File: config.mk
export PLATFORM = sky130hd
export DESIGN_NAME = nvs_host
export DESIGN_NICKNAME = d
export VERILOG_FILES = /design/src/nvs_pkg.sv /design/src/nvs_wait.sv /design/src/nvs_host.sv
export SDC_FILE = /design/constraint.sdc
export NUM_CORES = 1
export LEC_CHECK = 0
export ABC_AREA = 1
export BUFFER_PORTS_ARGS = -buffer_cell sky130_fd_sc_hd__buf_2
export CORE_MARGIN = 3
export CORE_UTILIZATION = 42
export DETAILED_ROUTE_END_ITERATION = 10
export PLACE_DENSITY = 0.61
export SLEW_MARGIN = 20
export SYNTH_ARGS = -nofsm -noshare
export SYNTH_HDL_FRONTEND = slang
export SYNTH_SLANG_ARGS = --single-unit
File: constraint.sdc
create_clock -name mclk_i -period 3.4 [get_ports mclk_i]
set_input_delay 0.17 -clock mclk_i [delete_from_list [all_inputs] [get_ports mclk_i]]
set_output_delay 0.17 -clock mclk_i [all_outputs]
set_load 0.1 [all_outputs]
File: src/nvs_pkg.sv
// Package for the shadowed static memory host controller.
// Assumes a 20 MHz clock and an asynchronous memory on the far side.
package nvs_pkg;

    // Widths of the memory port.
    localparam int ADDR_W = 15;
    localparam int DATA_W = 8;
    localparam int KEY_W  = 14;
    localparam int KEY_N  = 6;

    // Key addresses, taken on the lower 14 address bits.
    localparam logic [13:0] KEY_0      = 14'h0e38;
    localparam logic [13:0] KEY_1      = 14'h31c7;
    localparam logic [13:0] KEY_2      = 14'h03e0;
    localparam logic [13:0] KEY_3      = 14'h3c1f;
    localparam logic [13:0] KEY_4      = 14'h303f;
    localparam logic [13:0] KEY_STORE  = 14'h0fc0;
    localparam logic [13:0] KEY_RECALL = 14'h0c63;

    // Clock rate and bus phase timing.
    localparam int CLK_MHZ      = 20;
    localparam int PHASE_NS     = 100;
    localparam int PHASE_CYC    = (PHASE_NS * CLK_MHZ + 999) / 1000;
    localparam int CNT_W        = 24;

    // Busy times in microseconds; defaults only, the device gives none.
    localparam int STORE_US     = 10000;
    localparam int RECALL_US    = 20;
    localparam int PWRUP_US     = 20000;
    localparam int STORE_CYC    = STORE_US * CLK_MHZ;
    localparam int RECALL_CYC   = RECALL_US * CLK_MHZ;
    localparam int PWRUP_CYC    = PWRUP_US * CLK_MHZ;

    // Host commands.
    typedef enum logic [1:0] {
        NVS_CMD_READ,
        NVS_CMD_WRITE,
        NVS_CMD_STORE,
        NVS_CMD_RECALL
    } nvs_cmd_t;

    // Memory-side pin group.
    typedef struct packed {
        logic                chip_select_n;
        logic                write_strobe_n;
        logic                output_drive_n;
        logic [ADDR_W-1:0]   byte_address;
        logic [DATA_W-1:0]   data_out;
        logic                data_oe;
    } nvs_pins_t;

    // Returns the key address for one step of a sequence.
    function automatic logic [13:0] nvs_key(input logic [2:0] step, input logic recall);
        logic [13:0] k;
        k = KEY_0;
        case (step)
            3'h0: k = KEY_0;
            3'h1: k = KEY_1;
            3'h2: k = KEY_2;
            3'h3: k = KEY_3;
            3'h4: k = KEY_4;
            default: k = recall ? KEY_RECALL : KEY_STORE;
        endcase
        return k;
    endfunction

endpackage

File: src/nvs_wait.sv
// Busy-wait timer: counts a loaded number of cycles down to zero.
// Assumes load and count come from logic on the same clock.
`timescale 1ns/1ps
`default_nettype none
module nvs_wait
    import nvs_pkg::*;
#(
    parameter int W = CNT_W
) (
    input  wire logic         mclk_i,
    input  wire logic         rst_b_i,
    input  wire logic         load_i,
    input  wire logic [W-1:0] count_i,
    output logic              done_o
);

    // Remaining cycles.
    logic [W-1:0] cnt_ff;
    logic [W-1:0] nxt_cnt;

    // Next count: load wins, otherwise count down to zero.
    always_comb begin
        nxt_cnt = cnt_ff;
        if (load_i) begin
            nxt_cnt = count_i;
        end else if (cnt_ff != '0) begin
            nxt_cnt = cnt_ff - 1'b1;
        end
    end

    // Counter register.
    always_ff @(posedge mclk_i or negedge rst_b_i) begin
        if (!rst_b_i) begin
            cnt_ff <= '0;
        end else begin
            cnt_ff <= nxt_cnt;
        end
    end

    // Done while idle and not being loaded.
    assign done_o = (cnt_ff == '0) && !load_i;

endmodule
`default_nettype wire

File: src/nvs_host.sv
// Host controller driving a shadowed static memory over its pins.
// Assumes the memory is asynchronous; read data and the supply-good
// level come from outside and are synchronised here.
`timescale 1ns/1ps
`default_nettype none
module nvs_host
    import nvs_pkg::*;
#(
    parameter int STORE_CYCLES  = STORE_CYC,
    parameter int RECALL_CYCLES = RECALL_CYC,
    parameter int PWRUP_CYCLES  = PWRUP_CYC
) (
    input  wire logic              mclk_i,
    input  wire logic              rst_b_i,
    input  wire logic              req_valid_i,
    input  wire nvs_cmd_t          req_cmd_i,
    input  wire logic [ADDR_W-1:0] req_addr_i,
    input  wire logic [DATA_W-1:0] req_wdata_i,
    input  wire logic              supply_ok_i,
    input  wire logic [DATA_W-1:0] data_bus_i,
    output logic                   req_ready_o,
    output logic                   rsp_valid_o,
    output logic [DATA_W-1:0]      rsp_rdata_o,
    output logic                   busy_o,
    output nvs_pins_t              pins_o
);

    ////////////////////////////////////////////////////////////////////////
    // State.

    // Controller phases.
    typedef enum logic [2:0] {
        ST_PWRUP,
        ST_IDLE,
        ST_SETUP,
        ST_STROBE,
        ST_HOLD,
        ST_WAIT
    } nvs_state_t;

    // Registered state of the controller, apart from the input synchronisers and the busy timer.
    typedef struct packed {
        nvs_state_t        state;
        nvs_cmd_t          cmd;
        logic [2:0]        step;
        logic [7:0]        phase;
        logic              ready;
        logic              rsp_valid;
        logic [DATA_W-1:0] rdata;
        logic              busy;
        logic              wait_load;
        logic [CNT_W-1:0]  wait_cnt;
        nvs_pins_t         pins;
    } nvs_host_t;

    localparam logic [7:0] PHASE_LAST = 8'(PHASE_CYC - 1);

    nvs_host_t s_ff;         // Registered state.
    nvs_host_t nxt_s;        // Next state.
    logic [DATA_W-1:0] dq_m_ff;   // First synchroniser stage of read data.
    logic [DATA_W-1:0] dq_s_ff;   // Second synchroniser stage of read data.
    logic              ok_m_ff;   // First stage of supply-good.
    logic              ok_s_ff;   // Second stage of supply-good.
    logic              wait_done; // Busy timer has run out.

    ////////////////////////////////////////////////////////////////////////
    // Input synchronisers.

    // Two flip-flops on every level that comes from off chip.
    always_ff @(posedge mclk_i or negedge rst_b_i) begin
        if (!rst_b_i) begin
            dq_m_ff <= 8'h00;
            dq_s_ff <= 8'h00;
            ok_m_ff <= 1'b0;
            ok_s_ff <= 1'b0;
        end else begin
            dq_m_ff <= data_bus_i;
            dq_s_ff <= dq_m_ff;
            ok_m_ff <= supply_ok_i;
            ok_s_ff <= ok_m_ff;
        end
    end

    ////////////////////////////////////////////////////////////////////////
    // Busy timer.

    nvs_wait #(
        .W       (CNT_W)
    ) u_wait (
        .mclk_i  (mclk_i),
        .rst_b_i (rst_b_i),
        .load_i  (s_ff.wait_load),
        .count_i (s_ff.wait_cnt),
        .done_o  (wait_done)
    );

    ////////////////////////////////////////////////////////////////////////
    // Next-state logic.

    // Sequences reads, writes and six-read key sequences on the pins.
    always_comb begin
        nxt_s           = s_ff;
        nxt_s.rsp_valid = 1'b0;
        nxt_s.wait_load = 1'b0;
        unique case (s_ff.state)
            // Power-up recall: wait for supply, then the power-up time.
            ST_PWRUP: begin
                nxt_s.busy  = 1'b1;
                nxt_s.ready = 1'b0;
                if (!ok_s_ff) begin
                    // Supply lost again: the whole recall wait restarts once it is back.
                    nxt_s.step = 3'h0;
                end else if (!s_ff.wait_load && wait_done) begin
                    if (s_ff.step == 3'h0) begin
                        nxt_s.wait_load = 1'b1;
                        nxt_s.wait_cnt  = CNT_W'(PWRUP_CYCLES);
                        nxt_s.step      = 3'h1;
                    end else begin
                        nxt_s.state = ST_IDLE;
                        nxt_s.step  = 3'h0;
                        nxt_s.busy  = 1'b0;
                        nxt_s.ready = 1'b1;
                    end
                end
            end
            // Idle: take a request; strobes held high so no write is pending.
            ST_IDLE: begin
                nxt_s.pins.chip_select_n  = 1'b1;
                nxt_s.pins.write_strobe_n = 1'b1;
                nxt_s.pins.output_drive_n = 1'b1;
                nxt_s.pins.data_oe        = 1'b0;
                if (!ok_s_ff) begin
                    nxt_s.state = ST_PWRUP;
                    nxt_s.step  = 3'h0;                                  // Power-up step starts again from zero, so the wait reloads.
                    nxt_s.ready = 1'b0;
                    nxt_s.busy  = 1'b1;
                end else if (req_valid_i && s_ff.ready) begin
                    nxt_s.cmd   = req_cmd_i;
                    nxt_s.ready = 1'b0;
                    nxt_s.step  = 3'h0;
                    nxt_s.phase = 8'h00;
                    nxt_s.state = ST_SETUP;
                    // Address is set up before select falls.
                    if (req_cmd_i == NVS_CMD_STORE || req_cmd_i == NVS_CMD_RECALL) begin
                        nxt_s.pins.byte_address = {1'b0, nvs_key(3'h0, 1'b0)};
                    end else begin
                        nxt_s.pins.byte_address = req_addr_i;
                    end
                    nxt_s.pins.data_out = req_wdata_i;
                    nxt_s.pins.data_oe  = (req_cmd_i == NVS_CMD_WRITE);
                end
            end
            // Setup phase: address settles, then select falls, with the write strobe for a write or output drive for a read.
            ST_SETUP: begin
                nxt_s.phase = s_ff.phase + 8'h01;
                if (s_ff.phase == PHASE_LAST) begin
                    nxt_s.phase              = 8'h00;
                    nxt_s.state              = ST_STROBE;
                    nxt_s.pins.chip_select_n = 1'b0;
                    if (s_ff.cmd == NVS_CMD_WRITE) begin
                        nxt_s.pins.write_strobe_n = 1'b0;
                        nxt_s.pins.output_drive_n = 1'b1;
                    end else if (s_ff.cmd == NVS_CMD_READ) begin
                        nxt_s.pins.output_drive_n = 1'b0;
                    end else begin
                        nxt_s.pins.output_drive_n = 1'b1;
                    end
                end
            end
            // Strobe phase: hold the access long enough for the memory.
            ST_STROBE: begin
                nxt_s.phase = s_ff.phase + 8'h01;
                if (s_ff.phase == PHASE_LAST + 8'h02) begin
                    // Read data has had two extra cycles to pass the synchroniser.
                    nxt_s.rdata               = dq_s_ff;
                    nxt_s.phase               = 8'h00;
                    nxt_s.state               = ST_HOLD;
                    nxt_s.pins.chip_select_n  = 1'b1;
                    nxt_s.pins.write_strobe_n = 1'b1;
                    nxt_s.pins.output_drive_n = 1'b1;
                end
            end
            // Hold phase: address and data stay put after the ending edge.
            ST_HOLD: begin
                nxt_s.phase = s_ff.phase + 8'h01;
                if (s_ff.phase == PHASE_LAST) begin
                    nxt_s.phase        = 8'h00;
                    nxt_s.pins.data_oe = 1'b0;
                    if ((s_ff.cmd == NVS_CMD_STORE || s_ff.cmd == NVS_CMD_RECALL) && s_ff.step != 3'h5) begin
                        // Next key read follows at once; nothing else may intervene.
                        nxt_s.step              = s_ff.step + 3'h1;
                        nxt_s.pins.byte_address = {1'b0, nvs_key(s_ff.step + 3'h1,
                                                   s_ff.cmd == NVS_CMD_RECALL)};
                        nxt_s.state             = ST_SETUP;
                    end else if (s_ff.cmd == NVS_CMD_STORE) begin
                        nxt_s.state     = ST_WAIT;
                        nxt_s.busy      = 1'b1;
                        nxt_s.wait_load = 1'b1;
                        nxt_s.wait_cnt  = CNT_W'(STORE_CYCLES);
                    end else if (s_ff.cmd == NVS_CMD_RECALL) begin
                        nxt_s.state     = ST_WAIT;
                        nxt_s.busy      = 1'b1;
                        nxt_s.wait_load = 1'b1;
                        nxt_s.wait_cnt  = CNT_W'(RECALL_CYCLES);
                    end else begin
                        nxt_s.state     = ST_IDLE;
                        nxt_s.ready     = 1'b1;
                        nxt_s.rsp_valid = 1'b1;
                    end
                end
            end
            // Wait out a store or recall; the memory is inaccessible meanwhile.
            ST_WAIT: begin
                if (!s_ff.wait_load && wait_done) begin
                    nxt_s.state     = ST_IDLE;
                    nxt_s.busy      = 1'b0;
                    nxt_s.ready     = 1'b1;
                    nxt_s.rsp_valid = 1'b1;
                end
            end
            default: begin
                nxt_s.state = ST_IDLE;
            end
        endcase
        // Low supply: the device ignores writes and stores anyway.
        if (!ok_s_ff && s_ff.state == ST_IDLE) begin
            nxt_s.ready = 1'b0;
        end
    end

    ////////////////////////////////////////////////////////////////////////
    // State register.

    // Resets to power-up wait with all strobes high.
    always_ff @(posedge mclk_i or negedge rst_b_i) begin
        if (!rst_b_i) begin
            s_ff <= '{state: ST_PWRUP, cmd: NVS_CMD_READ, step: 3'h0, phase: 8'h00,
                      ready: 1'b0, rsp_valid: 1'b0, rdata: 8'h00, busy: 1'b1,
                      wait_load: 1'b0, wait_cnt: 24'h000000,
                      pins: '{chip_select_n: 1'b1, write_strobe_n: 1'b1, output_drive_n: 1'b1,
                              byte_address: 15'h0000, data_out: 8'h00, data_oe: 1'b0}};
        end else begin
            s_ff <= nxt_s;
        end
    end

    // Outputs straight from the state register.
    assign req_ready_o = s_ff.ready;
    assign rsp_valid_o = s_ff.rsp_valid;
    assign rsp_rdata_o = s_ff.rdata;
    assign busy_o      = s_ff.busy;
    assign pins_o      = s_ff.pins;

endmodule
`default_nettype wire

# Word-level counts from Yosys, hierarchy flattened
# Cells that the tools add are included.
[totals]
reg_bits = 121
inputBits = 37
output_inout_bits = 38
wordCells = 165
[classes]
addsub = 3
n_eq_ne = 41
muxes = 65
n_reduce_logical = 35
[ops]
columns = ["operator", "count"]
rows = [
  ["$mux W26", 6],
  ["$mux W24", 4],
  ["$pmux W14 S5", 1],
  ["$mux W3", 17],
  ["$pmux W25 S2", 1],
  ["$mux W15", 3],
  ["$pmux W8 S4", 1],
  ["$pmux W15 S2", 1],
  ["$ne A2 B2 Y1 const B", 14],
  ["$ne A3 B3 Y1 const B", 9],
  ["$mux W25", 1],
  ["$logic_not A24 Y1", 1],
  ["$mux W8", 3],
  ["$reduce_bool A24 Y1", 1],
  ["$sub A24 B1 Y24 const B", 1],
  ["$pmux W3 S3", 2],
  ["$pmux W3 S6", 1],
  ["$mux W17", 1],
  ["$reduce_and A7 Y1", 2],
  ["$mux W1", 13],
  ["$mux W13", 1],
  ["$eq A3 B2 Y1 const B", 4],
  ["$mux W10", 1],
  ["$reduce_and A5 Y1", 2],
  ["other kinds (26)", 53],
]

# Logic depth before layout (Yosys ltp)
# Gate-level depths: netlist of run 1.
[depth]
ltp_word = 7
ltp_mapped = 11
mapped_depth_nobuf = 11

# By module
# From an unflattened synthesis of run 1, not the netlist that was laid out.
[unflattened]
hier_cells = 756
hier_area_um2 = 5858.1
[modules_own_cells]
columns = ["mod", "n_inst", "cells_per_inst", "area_each_um2"]
rows = [
  ["nvs_host", 1, 496, 4120.2],
  ["nvs_wait", 1, 260, 1737.9],
]

# Worst setup path before layout of run 1
# OpenSTA, ideal clock, no wires.
[synth_timing]
path_type = "register -> register"
start = "register s_ff (netlist bit req_ready_o)"
end = "register s_ff (netlist bit pins_o[11])"
setup_ns = 0.065
t_arrival_ns = 1.936
required_time_ns = 3.335
setup_slack_ns = 1.399
stages_incl_launch_ff = 9
n_path_buf = 0
period_less_slack_ns = 2.001
path_cell_list = "dfrtp_1 > nand3_1 > nor2_2 > inv_1 > nor2_2 > nand2_1 > nand2_1 > nand2_1 > nand2_1"
[synth_via]
elab_chain_len = 3
[synth_lines]
columns = ["item", "line_no", "source"]
rows = [
  ["from (decl)", "nvs_host.sv:58", "nvs_host_t s_ff;"],
  ["from (signal assigned)", "nvs_host.sv:237", "s_ff <= '{state: ST_PWRUP, cmd: NVS_CMD_READ, step: 3'h0, phase: 8'h00,"],
  ["from (signal assigned)", "nvs_host.sv:243", "s_ff <= nxt_s;"],
  ["$logic_and A1 B1 Y1", "nvs_host.sv:137", "end else if (req_valid_i && s_ff.ready) begin"],
  ["$ne A2 B2 Y1 (no source line)", "--", ""],
  ["$reduce_and A5 Y1 (no source line)", "--", ""],
]
# No other way between the ends.
# A chain may end at the register's enable or synchronous reset.

# Worst setup path after layout of run 1
[layout_timing]
start = "register s_ff[71] (netlist bit)"
end = "register s_ff (netlist bit pins_o[10])"
[layout_via]
elab_chain_len = 6
[layout_lines]
columns = ["item", "line_no", "source"]
rows = [
  ["$add A3 B1 Y3", "nvs_host.sv:192", "nxt_s.pins.byte_address = {1'b0, nvs_key(s_ff.step + 3'h1,"],
  ["$eq A3 B3 Y1, or another cell as far along", "nvs_pkg.sv:56", "case (step)"],
  ["$pmux W14 S5", "nvs_pkg.sv:56", ""],
  ["$mux W15", "nvs_host.sv:189", "if ((s_ff.cmd == NVS_CMD_STORE || s_ff.cmd == NVS_CMD_RECALL) && s_ff.step != 3'h5) begin"],
  ["$mux W15", "nvs_host.sv:186", "if (s_ff.phase == PHASE_LAST) begin"],
  ["$pmux W15 S2", "nvs_host.sv:105", "unique case (s_ff.state)"],
]
# Several ways; a longest one is shown, not always the timed one. The select of a mux whose other input is x is not followed.

==> reports/results.txt, run 1 <==
The run gives 0.4350 as the initial cell density of the core. Post-CTS clock slew at the launch and capture registers of the worst setup and hold paths: 80 ps. The longest clock path from root to sink contains 2 buffers.

The delay of the slowest critical-path stage is 440 ps, and the average size of a mapped cell is 8.086 µm². Port buffering added 74 buffers. The post-layout instance count excluding filler cells came out at 885.

The overall routing resource usage is 0.1720, and the number of register bits inferred by synthesis is 103. The worst path in the final design needs a cycle of 2179 ps, including I/O delays and setup. The net count after synthesis came out at 703.

The critical path goes through ha_1 > ha_1 > inv_1 > nand2_1 > nand2_1 > o21ai_0 > nand2_1 > a21oi_1 > o21ai_1. Clock tree synthesis found a total of 103 sinks. Most used flip-flop cell after synthesis: dfrtp_1. The first global-routing pass estimated 19700 µm of wire. Counting flops with a built-in enable in the synthesized netlist gives 0. The layout overhead on the synthesized area is 13.28%, and the diode insertion count for antenna repair is 0. For the worst-skew pair, the clock arrives at the later sink with an insertion delay of 350 ps.

The tools report the remaining routing DRC violations as 0. The tools report the number of antenna violations at the first check in global routing as 0. In this run the horizontal extent of the chip is 118.5 µm. Global routing finished with a remaining overflow of 0. The run gives 859 as the total placed cells including tap cells.

STA classifies the critical path startpoint as a flop. In this run the power density over the cells is 697.5 nW/µm². The number of cell rows was 40. The area fraction in compound gates after synthesis works out to 0.06712. Summing every instance area after synthesis gives 5313 µm².

The netlist uses 39 different library cells. The worst IR drop on VDD came out at 0.4075 mV. Once detail routing completed, the nets flagged for antenna violations numbered 0. The core region is 12210 µm².

75 I/O pins were placed. The cell count after synthesis came out at 657. The run gives 0 as the post-cts repair resize count.

Adding up every negative setup slack in the final design gives 0 ps. In this run the most critical hold path is launched from req_wdata_i[0]. Entering global routing, the biggest net connects 70 pins. The type of destination of the critical path was a flop. At the end of routability-driven placement, the weighted congestion stood at 0.9015. After the last flow step, the layout net total stands at 758. The critical path buffer and inverter count works out to 1.

The post-detailed-placement half-perimeter wirelength is 8754 µm, and the portion of the post-synthesis area used by sequential elements is 0.4861. Final core utilization: 0.4928. The run gives 0.4242 as the worst slew margin relative to its limit. For the post-CTS repair timing setup buffer count, the log shows 0.

The total clock buffers created by CTS was 9. Number of pins exceeding their max-slew limit in the final report: 0. The share of the clock period used by the worst path is 0.6408. The tightest min-delay check is of the primary input to flop type.

Across the routed clock network, the largest skew measured is 12.08 ps. Achievable frequency: 459.0 MHz. After synthesis, the largest family of logic cells by area is simple AND/OR/NAND/NOR gates. The count of TritonRoute iterations in the first routing pass is 5, and the portion of netlist area occupied by mux cells is 0.01908.

Number of failing hold endpoints at the final stage: 0. The logs give 4298 for the vias after detailed routing and 11710 µm for the sum of routed wire length over all layers. The area enclosed by the die boundary was 14030 µm²; the transition time at the pin with the least slew margin was 863.7 ps. The height of the die came out at 118.5 µm. TritonCTS built the clock tree. For this design, the slowest cell found on the critical path is o21ai_0. The flow ran to the end, and the final reports show no timing, DRC or antenna violations.

Yosys printed 0 warnings. The share of synthesized flip-flops with an asynchronous set or reset was 1.000; the number of DRC violations after detailed-routing iteration 0 was 348. Number of H-tree levels: 3. The run gives 3630 ps as the required time of the worst setup path.

Clock tree synthesis selected as its root buffer the cell clkbuf_16. The analysis attributes to cell leakage a power of 3.266 nW. The fraction of final layout cells with drive strength greater than 1 was 0.1799; the adder and majority cell fraction of the synthesized area was 0.02120.

Setup repair after global routing left no endpoint under its margin. In this run the worst path has a maximum fanout of 5. Max-cap violations in this run came to 0.

Family of cells with the greatest summed delay on the critical path: compound AO/OA/AOI/OAI gates. The number of global-route vias before repair is 4199. The source of the critical timing path is s_ff[71]. The post-detailed-route wirelength per cell came out at 13.23 µm.

After detailed routing, the number of vias per cell comes to 4.856. The fraction of the mapped netlist area in simple logic gates was 0.2805; the arrival time at the worst endpoint was 2410 ps. The setup-violating endpoint count in the final report was 0.

Most frequent cell on the critical path: nand2_1. Category of the most critical setup path: flop to flop. The worst register-to-register path begins at s_ff[71].

The xor/xnor cell area share of the yosys netlist is 0.03297.
-- stage by stage --
| step | hold slack (ps) | cell area [µm²] | worst slack [ps] | power [W] |
|---|---|---|---|---|
| final | 19.62 | 6018 | 1221 | 0.004197 |
| after global routing | 10.74 | 6018 | 986.8 | 0.004483 |
| after CTS | 2.111 | 6018 | 1218 | 0.004236 |
| after detailed placement | 279.3 | 5610 | 1229 | 0.003168 |
| after global placement | 278.3 | 5610 | 1331 | 0.003140 |
| after floorplan | -125.6 | 5313 | 1399 | 0.002920 |
-- power breakdown --
part	switching, W	total [W]	internal [W]	leakage [nW]
registers	0.000158	0.00157	0.00142	1.33
clock network	0.000513	0.00104	0.000527	0.148
logic	0.00117	0.00158	0.000417	1.79
-- final cells by class --
| class | count | area [µm²] |
|---|---|---|
| Clock inverter | 7 | 82.58 |
| Clock buffer | 9 | 225.2 |
| Tap cell | 168 | 210.2 |
| Inverter | 49 | 186.4 |
| Sequential cell | 103 | 2582 |
| Fill cell | 1230 | 6193 |
| Timing Repair Buffer | 87 | 495.5 |
| Multi-Input combinational cell | 462 | 2236 |
-- routing by layer --
metal  track usage  up-vias  share of wire
met5             0        -              0
met4       0.04634        0          0.013
met3       0.04976       12          0.047
met2        0.2844       86           0.49
met1        0.2217     2033           0.45
li1              -     2167              -
-- layout by cell type, fill, tap and decap left out, drive strengths merged, types with 2 or more instances in the layout --
cell type | synthesis | layout
xor2 | 10 | 10
a21oi | 11 | 11
o22ai | 2 | 2
nand3 | 36 | 36
dfrtp | 99 | 99
a31oi | 2 | 2
clkbuf | 2 | 9
inv | 48 | 52
nand4 | 8 | 8
dlygate4sd3 | 0 | 10
nor3 | 9 | 9
o21ai | 44 | 44
buf | 41 | 77
nor2 | 85 | 85
xnor2 | 10 | 10
nand2 | 219 | 219
clkinv | 1 | 3
ha | 9 | 9
mux2 | 9 | 9
dfstp | 4 | 4
o211ai | 2 | 2
-- path summary, 6_finish.rpt --
kind / to / slack, ps / depth (start not counted)
setup / recovery: pins_o[10] / 1220 / 9
hold / removal: pins_o[1] / 20 / 3
setup reg to reg: pins_o[10] / 1220 / 9
hold reg to reg: dq_s_ff[0] / 350 / 0
max in group asynchronous: u_wait.cnt_ff[9] / 2120 / 3
min in group asynchronous: u_wait.cnt_ff[13] / 470 / 2
-- cell usage after synthesis, types with 2 or more instances --
master | number | share of area
a21oi_1 | 11 | 0.010
a31oi_1 | 2 | 0.0024
buf_2 | 3 | 0.0028
buf_4 | 36 | 0.051
clkbuf_1 | 2 | 0.0014
dfrtp_1 | 99 | 0.47
dfstp_2 | 4 | 0.020
ha_1 | 9 | 0.021
inv_1 | 42 | 0.030
inv_2 | 5 | 0.0035
mux2_2 | 9 | 0.019
nand2_1 | 214 | 0.15
nand2_2 | 4 | 0.0047
nand3_1 | 34 | 0.032
nand3_2 | 2 | 0.0038
nand4_1 | 8 | 0.0094
nor2_1 | 78 | 0.055
nor2_2 | 6 | 0.0071
nor3_1 | 8 | 0.0075
o211ai_1 | 2 | 0.0028
o21ai_0 | 37 | 0.035
o21ai_1 | 5 | 0.0047
o21ai_2 | 2 | 0.0033
o22ai_1 | 2 | 0.0024
xnor2_1 | 10 | 0.016
xor2_1 | 10 | 0.016
-- worst min-delay path, stage by stage --
cell     delay (ps)
buf_2            80
nand2_1          40
nand2_1          50
-- state kept, by name, indices dropped and copies added, names as in the netlist --
name           cells
pins_o            27
u_wait.cnt_ff     24
s_ff              23
dq_m_ff            8
dq_s_ff            8
rsp_rdata_o        8
busy_o             1
ok_m_ff            1
ok_s_ff            1
req_ready_o        1
rsp_valid_o        1
-- kinds of logic after synthesis --
group,after synthesis
AO/OA/AOI/OAI,65
XOR/XNOR,20
adder cells (fa/ha/maj),9
buffers and inverters,92
flip-flops,103
multiplexers,9
AND/OR/NAND/NOR,359
-- what timing repair did --
item | 4_1_cts | 5_1_grt
endpoints found under the setup margin | 0 | 0
hold buffers | 10 | 0
endpoints found under the hold margin | 72 | 0
No activity file was read; power rests on OpenSTA's default activity.
==> inputs of run 2 (changes only) <==
ABC_AREA = 0   (was 1)
PLACE_DENSITY = 0.63   (was 0.61)
clock period = 1.81 ns   (was 3.4 ns; I/O delays follow)
==> reports/results.txt, run 2 <==
The final reports fail on setup timing. The number of H-tree levels was 3 (unchanged). The fraction of final layout cells with drive strength greater than 1 was 0.5655 (+0.3856); the average via count per standard cell was 5.551 (+14%). Die span in x: 119.3 µm (+0.71%). The final total negative setup slack came out at -13910 ps (-13910 ps). CTS placed an instance of clkbuf_16 at the clock tree root. dfrtp_1 takes more of the synthesized area than any other cell. The pin count of the biggest net entering global routing is 40 (-43%), and the max-capacitance violation count is 0 (unchanged). The height of the die is 119.3 µm (+0.71%), and the post-detailed-route count of antenna-violating nets is 0 (unchanged). The number of I/O port buffers was 74 (unchanged); the setup slack of the most critical reg-to-reg path was -370 ps (-1590 ps). For the total I/O pin count, the log shows 75 (unchanged). The net count after synthesis is 578 (-18%). The number of global-route vias before repair is 5261 (+25%), and the final core utilization is 0.7050 (+0.2122). The endpoint identified for the worst register-to-register timing path is u_wait.cnt_ff[21].

The area enclosed by the die boundary is 14230 µm² (+1.4%). The run gives 10230 µm (+17%) as the post-detailed-placement half-perimeter wirelength. For the first-pass GRT wire length, the log shows 26700 µm (+36%). The most critical setup path has its startpoint at u_wait.cnt_ff[10]. The transition time at the pin with the least slew margin was 553.7 ps (-309.9 ps). The diode insertion count for antenna repair is 0 (unchanged), and the power density over cell area is 1854 nW/µm² (+170%). The number of DRC violations after detailed-routing iteration 0 was 356 (+2.3%); the global route total overflow was 0 (unchanged). The overall routing resource usage was 0.2340 (+0.06204).

The leading cell type in the layout, fill and taps excluded is buf_4. The synthesized netlist cell count is 532 (-19%). The tools report the source of the worst register-to-register timing path as u_wait.cnt_ff[10].

The count of TritonRoute iterations in the first routing pass is 5 (unchanged), and the total chip power is 0.01603 W (+280%). Number of cell rows: 40 (unchanged). Arrival time at the worst endpoint: 2460 ps (+50 ps). The count of unique library cells instantiated by Yosys was 70 (+79%); the share of synthesized flip-flops with an asynchronous set or reset was 1.000 (unchanged).

The run gives 5212 (+21%) as the vias after detailed routing. Termination of the worst setup path: u_wait.cnt_ff[21]. Number of register bits inferred by synthesis: 103 (unchanged).

Kind of launch point of the worst setup path: a flop. The post-detailed-route wirelength per cell works out to 18.34 µm (+39%). TritonCTS built the clock tree. Relative to the synthesized area, the layout overhead comes to 60.30%.

The total clock buffers created by CTS is 9 (unchanged). The category of the most critical setup path was flop to flop. Leakage power of the design: 3.917 nW (+20%). The number of pins exceeding their max-slew limit in the final report was 0 (unchanged); the setup-violating endpoint count in the final report was 71 (+71). The insertion delay to the later sink of the worst-skew pair was 360 ps (about the same). The run gives 2100 ps (-1530 ps) as the required time of the worst setup path. The post-CTS clock slew at the launch and capture registers of the worst setup and hold paths was 70 ps (about the same); the sum of routed wire length over all layers was 17220 µm (+47%). Number of clock sinks seen by CTS: 103 (unchanged).

The worst reg2reg path depth was 11 (+2); the remaining routing DRC violations was 0 (unchanged). The tools report the routability congestion estimate from global placement as 0.8955 (-0.67%). For this run, the leading register cell type out of synthesis is dfrtp_1.

The maximum clock path buffer count came out at 2 (unchanged). For the number of antenna violations at the first check in global routing, the log shows 0 (unchanged). The tightest min-delay check is of the primary input to flop type. For the portion of the post-synthesis area used by sequential elements, the log shows 0.4789 (-0.007218). The worst IR drop on VDD came out at 0.6398 mV (+57%). The run gives 0.6280 (+0.2038) as the worst slew margin relative to its limit. STA classifies the critical path endpoint as a flop. The top-area cell type share of the netlist area is 0.4594 (-0.006924), and the flip-flop count of the largest register after layout is 27 (unchanged). Ranked by total cell area, the synthesized netlist is headed by dfrtp_1, mux2_2, buf_4, nand2_1, o21ai_0.

The average size of a mapped cell came out at 10.14 µm² (+25%). The shortest period the worst path allows came out at 2175 ps (-3.741 ps). The number of synthesized flops with an enable pin was 0 (unchanged). The commonest cells after synthesis are dfrtp_1, nand2_1, buf_4. For the maximum clock skew at final layout, the log shows 10.82 ps (-1.257 ps). The tools report the total number of nets in the final design as 812 (+7.1%).

The flow ran to the end, but the final reports show violations. The achievable frequency came out at 459.7 MHz (+0.17%). The number of failing hold endpoints at the final stage is 0 (unchanged).

The share of the clock period used by the worst path came out at 1.202 (+0.5609). In the layout the commonest cells are buf_4, dfrtp_1, buf_2. The warning count from the yosys run was 0 (unchanged). The library cell with the highest instance count after synthesis was dfrtp_1.

The tools report the filler cell count as 847 (-31%). The summed instance area of the synthesized netlist came out at 5393 µm² (+1.5%). The peak fanout along the critical path is 5 (unchanged). Setup repair after global routing could not meet its margin everywhere.

The final critical-path setup slack came out at -365.1 ps (-1586 ps). For the core outline area, the log shows 12260 µm² (+0.41%). The run gives 0.4398 (+0.004755) as the initial cell density of the core.
[run 2: cell count changes after synthesis, sizes merged, moves of 11 or more]
cell / delta
nand2: -176
nor2: -52
inv: -38
nand3: -18
mux2: +16
or3: +14
a21oi: +12
nor4: +12
o21ai: -12
clkbuf: +11
nand2b: +11
or4: +11
[run 2: cell type report]
cell class / instances / area (µm²) / share of cell area
multi-input combinational: 359 / 3234 / 0.3741
sequential: 103 / 2584 / 0.2989
timing repair buffer: 282 / 2270 / 0.2626
clock buffer: 10 / 229.0 / 0.02649
tap: 168 / 210.2 / 0.02432
clock inverter: 6 / 76.32 / 0.008829
inverter: 11 / 41.29 / 0.004776
[run 2: kinds of logic after synthesis]
group | share of synthesized area
AO/OA/AOI/OAI | 0.1596
adder cells (fa/ha/maj) | 0.02088
buffers and inverters | 0.07749
flip-flops | 0.4789
AND/OR/NAND/NOR | 0.1877
XOR/XNOR | 0.01949
multiplexers | 0.05592
[run 2: power breakdown]
| group | switching, W | internal [W] |
|---|---|---|
| sequential | 0.000631 | 0.00309 |
| clock | 0.000940 | 0.00110 |
| combinational | 0.00621 | 0.00406 |
| total | 0.00778 | 0.00825 |
[run 2: how the worst min path moves through the flow]
stage                   from        endpoint  depth (start not counted)
5_1_grt        req_addr_i[6]      pins_o[15]                          3
3_5_place_dp         rst_b_i      dq_s_ff[4]                          1
4_1_cts        req_addr_i[6]      pins_o[15]                          3
3_3_place_gp         rst_b_i  rsp_rdata_o[4]                          1
6_report       req_addr_i[6]      pins_o[15]                          3
2_1_floorplan        rst_b_i      dq_m_ff[0]                          0
[run 2: worst max-delay path, cell delays in order, from the launching register on]
cell	delay, ps
dfrtp_1	410
buf_6	130
nor4_4	280
buf_6	160
buf_12	110
nand3_4	90
buf_6	140
nor3_4	200
buf_6	190
buf_16	130
o21ai_0	100
a21oi_1	160
[run 2: repair_timing]
item / 4_1_cts / 5_1_grt
setup endpoints to repair: 71 / 82
buffers inserted: 27 / 23
pin swaps: 40 / 39
hold buffers: 26 / 0
cloned: 5 / 0
hold endpoints to repair: 63 / 0
gates resized for setup: 137 / 85
[run 2: layer usage]
layer | track usage | share of wire | up-vias
met5 | 0 | 0 | -
met4 | 0.09234 | 0.027 | 0
met3 | 0.03514 | 0.049 | 43
met2 | 0.4013 | 0.51 | 166
met1 | 0.2973 | 0.41 | 2598
li1 | - | - | 2405
[run 2: through the flow]
stage / std cells / hold slack, ps / setup WS (ps) / area (µm²)
finish: 939 / 0.8543 / -365.1 / 8645
detailed placement: 857 / 102.9 / -410.9 / 6835
global route: 939 / 31.29 / -456.2 / 8645
global placement: 857 / 97.53 / -343.5 / 6835
floorplan: 532 / -205.1 / -393.7 / 5555
CTS: 928 / 7.152 / -347.0 / 8228
==> inputs of run 3 (changes only) <==
==> constraint.sdc (replaced) <==
create_clock -name mclk_i -period 1.81 [get_ports mclk_i]
set_input_delay 0.0905 -clock mclk_i [delete_from_list [all_inputs] [get_ports mclk_i]]
set_output_delay 0.0905 -clock mclk_i [all_outputs]
set_load 0.01 [all_outputs]
==> reports/results.txt, run 3 (synthesis results as in run 2) <==
The tools report the pin count of the biggest net entering global routing as 34 (-15%). Tracing the worst setup path back leads to its startpoint at u_wait.cnt_ff[11]. The run gives 0 (unchanged) as the number of failing hold endpoints at the final stage. The shortest period the worst path allows is 2329 ps (+153.6 ps). The core outline area was 12260 µm² (unchanged); the number of antenna violations at the first check in global routing was 0 (unchanged). The total clock buffers created by CTS is 9 (unchanged), and the worst slew margin relative to its limit is 0.6249 (-0.003073). The type of destination of the critical path was a flop. Setup-violating endpoint count in the final report: 73 (+2.8%). The worst setup path is launched from a flop. The peak fanout along the critical path was 5 (unchanged). The achievable frequency was 429.4 MHz (-6.6%); the number of cell rows was 40 (unchanged). The average via count per standard cell is 5.660 (+2.0%). The insertion delay to the later sink of the worst-skew pair is 360 ps (about the same), and the diode insertion count for antenna repair is 0 (unchanged). The number of pins exceeding their max-slew limit in the final report is 0 (unchanged), and the total chip power is 0.01361 W (-15%). The area enclosed by the die boundary came out at 14230 µm² (unchanged). The run gives 419 (+18%) as the number of DRC violations after detailed-routing iteration 0. The multi-input gate area in the final layout was 3368 µm² (+4.1%); the required time of the worst setup path was 2060 ps (-40 ps). The filler cell count was 742 (-12%).

The number of I/O port buffers is 74 (unchanged), and the number of H-tree levels is 3 (unchanged). The initial cell density of the core came out at 0.4398 (unchanged). The tools report the vias after detailed routing as 5377 (+3.2%). The post-CTS clock slew at the launch and capture registers of the worst setup and hold paths is 80 ps (about the same), and the first-pass GRT wire length is 26400 µm (-1.1%). The met2 track demand over resource came out at 0.3974 (-0.003886).

Leaving out fill and tap cells, the most frequent cell in the layout is buf_4. The run finished, with violations left. The summed area of non-filler cells in the final layout was 8859 µm² (+2.5%); the power density over cell area was 1537 nW/µm² (-17%).

The met3 capacity usage during global routing was 0.03751 (+0.002374); the sum of routed wire length over all layers was 18680 µm (+8.5%). The logs give 0 (unchanged) for the post-detailed-route count of antenna-violating nets and 5 (unchanged) for the count of TritonRoute iterations in the first routing pass. For the total number of nets in the final design, the log shows 823 (+1.4%). The met1 routing resource usage after global routing is 0.2897 (-0.007575). TritonCTS built the clock tree. The area growth from synthesis to layout is 64.27%. The checks that failed: setup timing.

The tools report the overall routing resource usage as 0.2278 (-0.006216). The flip-flop count of the largest register after layout is 27 (unchanged), and the arrival time at the worst endpoint is 2580 ps (+120 ps). The category of the most critical setup path was flop to flop. In this run the most used layer during global routing was met2.

For the worst IR drop on VDD, the log shows 0.7360 mV (+15%). The tools report the maximum clock skew at final layout as 10.96 ps (+0.1399 ps). The source of the worst register-to-register timing path is u_wait.cnt_ff[11].

The die span in x was 119.3 µm (unchanged). The tools report the routability congestion estimate from global placement as 0.9511 (+6.2%). For the area occupied by registers, the log shows 2587 µm² (+0.15%).

The run gives 2 (unchanged) as the maximum clock path buffer count. The CTS root buffer is clkbuf_16. The fraction of final layout cells with drive strength greater than 1 is 0.5921 (+0.02657). The run gives 75 (unchanged) as the total I/O pin count. The worst hold path belongs to the class primary input to flop.

For the global route total overflow, the log shows 0 (unchanged). Number of global-route vias before repair: 5260 (-0.019%). The tools report the max-capacitance violation count as 0 (unchanged). The final critical-path setup slack is -518.7 ps (-153.6 ps), and the post-detailed-placement half-perimeter wirelength is 10280 µm (+0.57%). The height of the die works out to 119.3 µm (unchanged).

In this run the most critical hold path is launched from req_addr_i[2]. The run gives 0 (unchanged) as the remaining routing DRC violations. The post-detailed-route wirelength per cell is 19.67 µm (+7.2%), and the transition time at the pin with the least slew margin is 558.9 ps (+5.121 ps). The leakage power of the design is 3.949 nW (+0.82%), and the share of the clock period used by the worst path is 1.287 (+0.08487). The number of clock sinks seen by CTS is 103 (unchanged). The post-place instance area came out at 6792 µm² (-0.64%). Leaving out fill and tap cells, the most frequent cells in the layout are buf_4, dfrtp_1, buf_2.

Setup repair after global routing could not meet its margin everywhere.
## run 3: worst paths after layout
| check | end | slack (ps) | depth (start not counted) |
|---|---|---|---|
| setup / recovery | s_ff[78] | -520 | 7 |
| hold / removal | pins_o[11] | 10 | 3 |
| setup reg to reg | s_ff[78] | -520 | 7 |
| hold reg to reg | dq_s_ff[2] | 350 | 0 |
| max in group asynchronous | pins_o[13] | 830 | 3 |
| min in group asynchronous | dq_s_ff[3] | 230 | 2 |
## run 3: power breakdown
group	total, W	switching [W]	internal [W]
Clock	0.00196	0.000954	0.00101
Sequential	0.00374	0.000651	0.00309
Combinational	0.00791	0.00390	0.00401
Total	0.0136	0.00550	0.00811
## run 3: cell type report
cell class | instances | area share
Timing Repair Buffer | 293 | 0.2657
Sequential cell | 103 | 0.2921
Clock inverter | 6 | 0.006356
Multi-Input combinational cell | 359 | 0.3802
Clock buffer | 10 | 0.02698
Tap cell | 168 | 0.02373
Inverter | 11 | 0.004944
## run 3: repair_timing
action / 4_1_cts / 5_1_grt
gates cloned: 6 / 0
buffers inserted: 29 / 30
gates resized for setup: 142 / 100
pin swaps: 51 / 34
hold endpoints to repair: 53 / 0
hold buffers: 24 / 0
setup endpoints to repair: 69 / 72
## run 3: metrics by stage
stage	std cells	TNS, ps	hold WS (ps)	setup WS (ps)	util
after global routing	950	-20950	30.70	-567.0	0.7224
after floorplan	532	-6599	-205.1	-393.7	-
final	950	-17740	14.89	-518.7	0.7224
after detailed placement	853	-18070	67.22	-478.1	0.5539
after CTS	926	-11960	8.694	-395.5	0.6739
after global placement	853	-15020	66.59	-431.3	0.5539
## run 3: per-layer routing
metal	up-vias	wire, µm
li1	2416	-
met1	2653	7290
met2	251	9463
met3	57	1249
met4	0	679
met5	-	0
## run 3: critical path: stages, from the launching register on
cell and delay, ps:
dfrtp_1 420, buf_4 160, nor4_4 320, buf_6 180
nand2_1 70, or4_4 520, a211o_1 310, o211ai_1 240
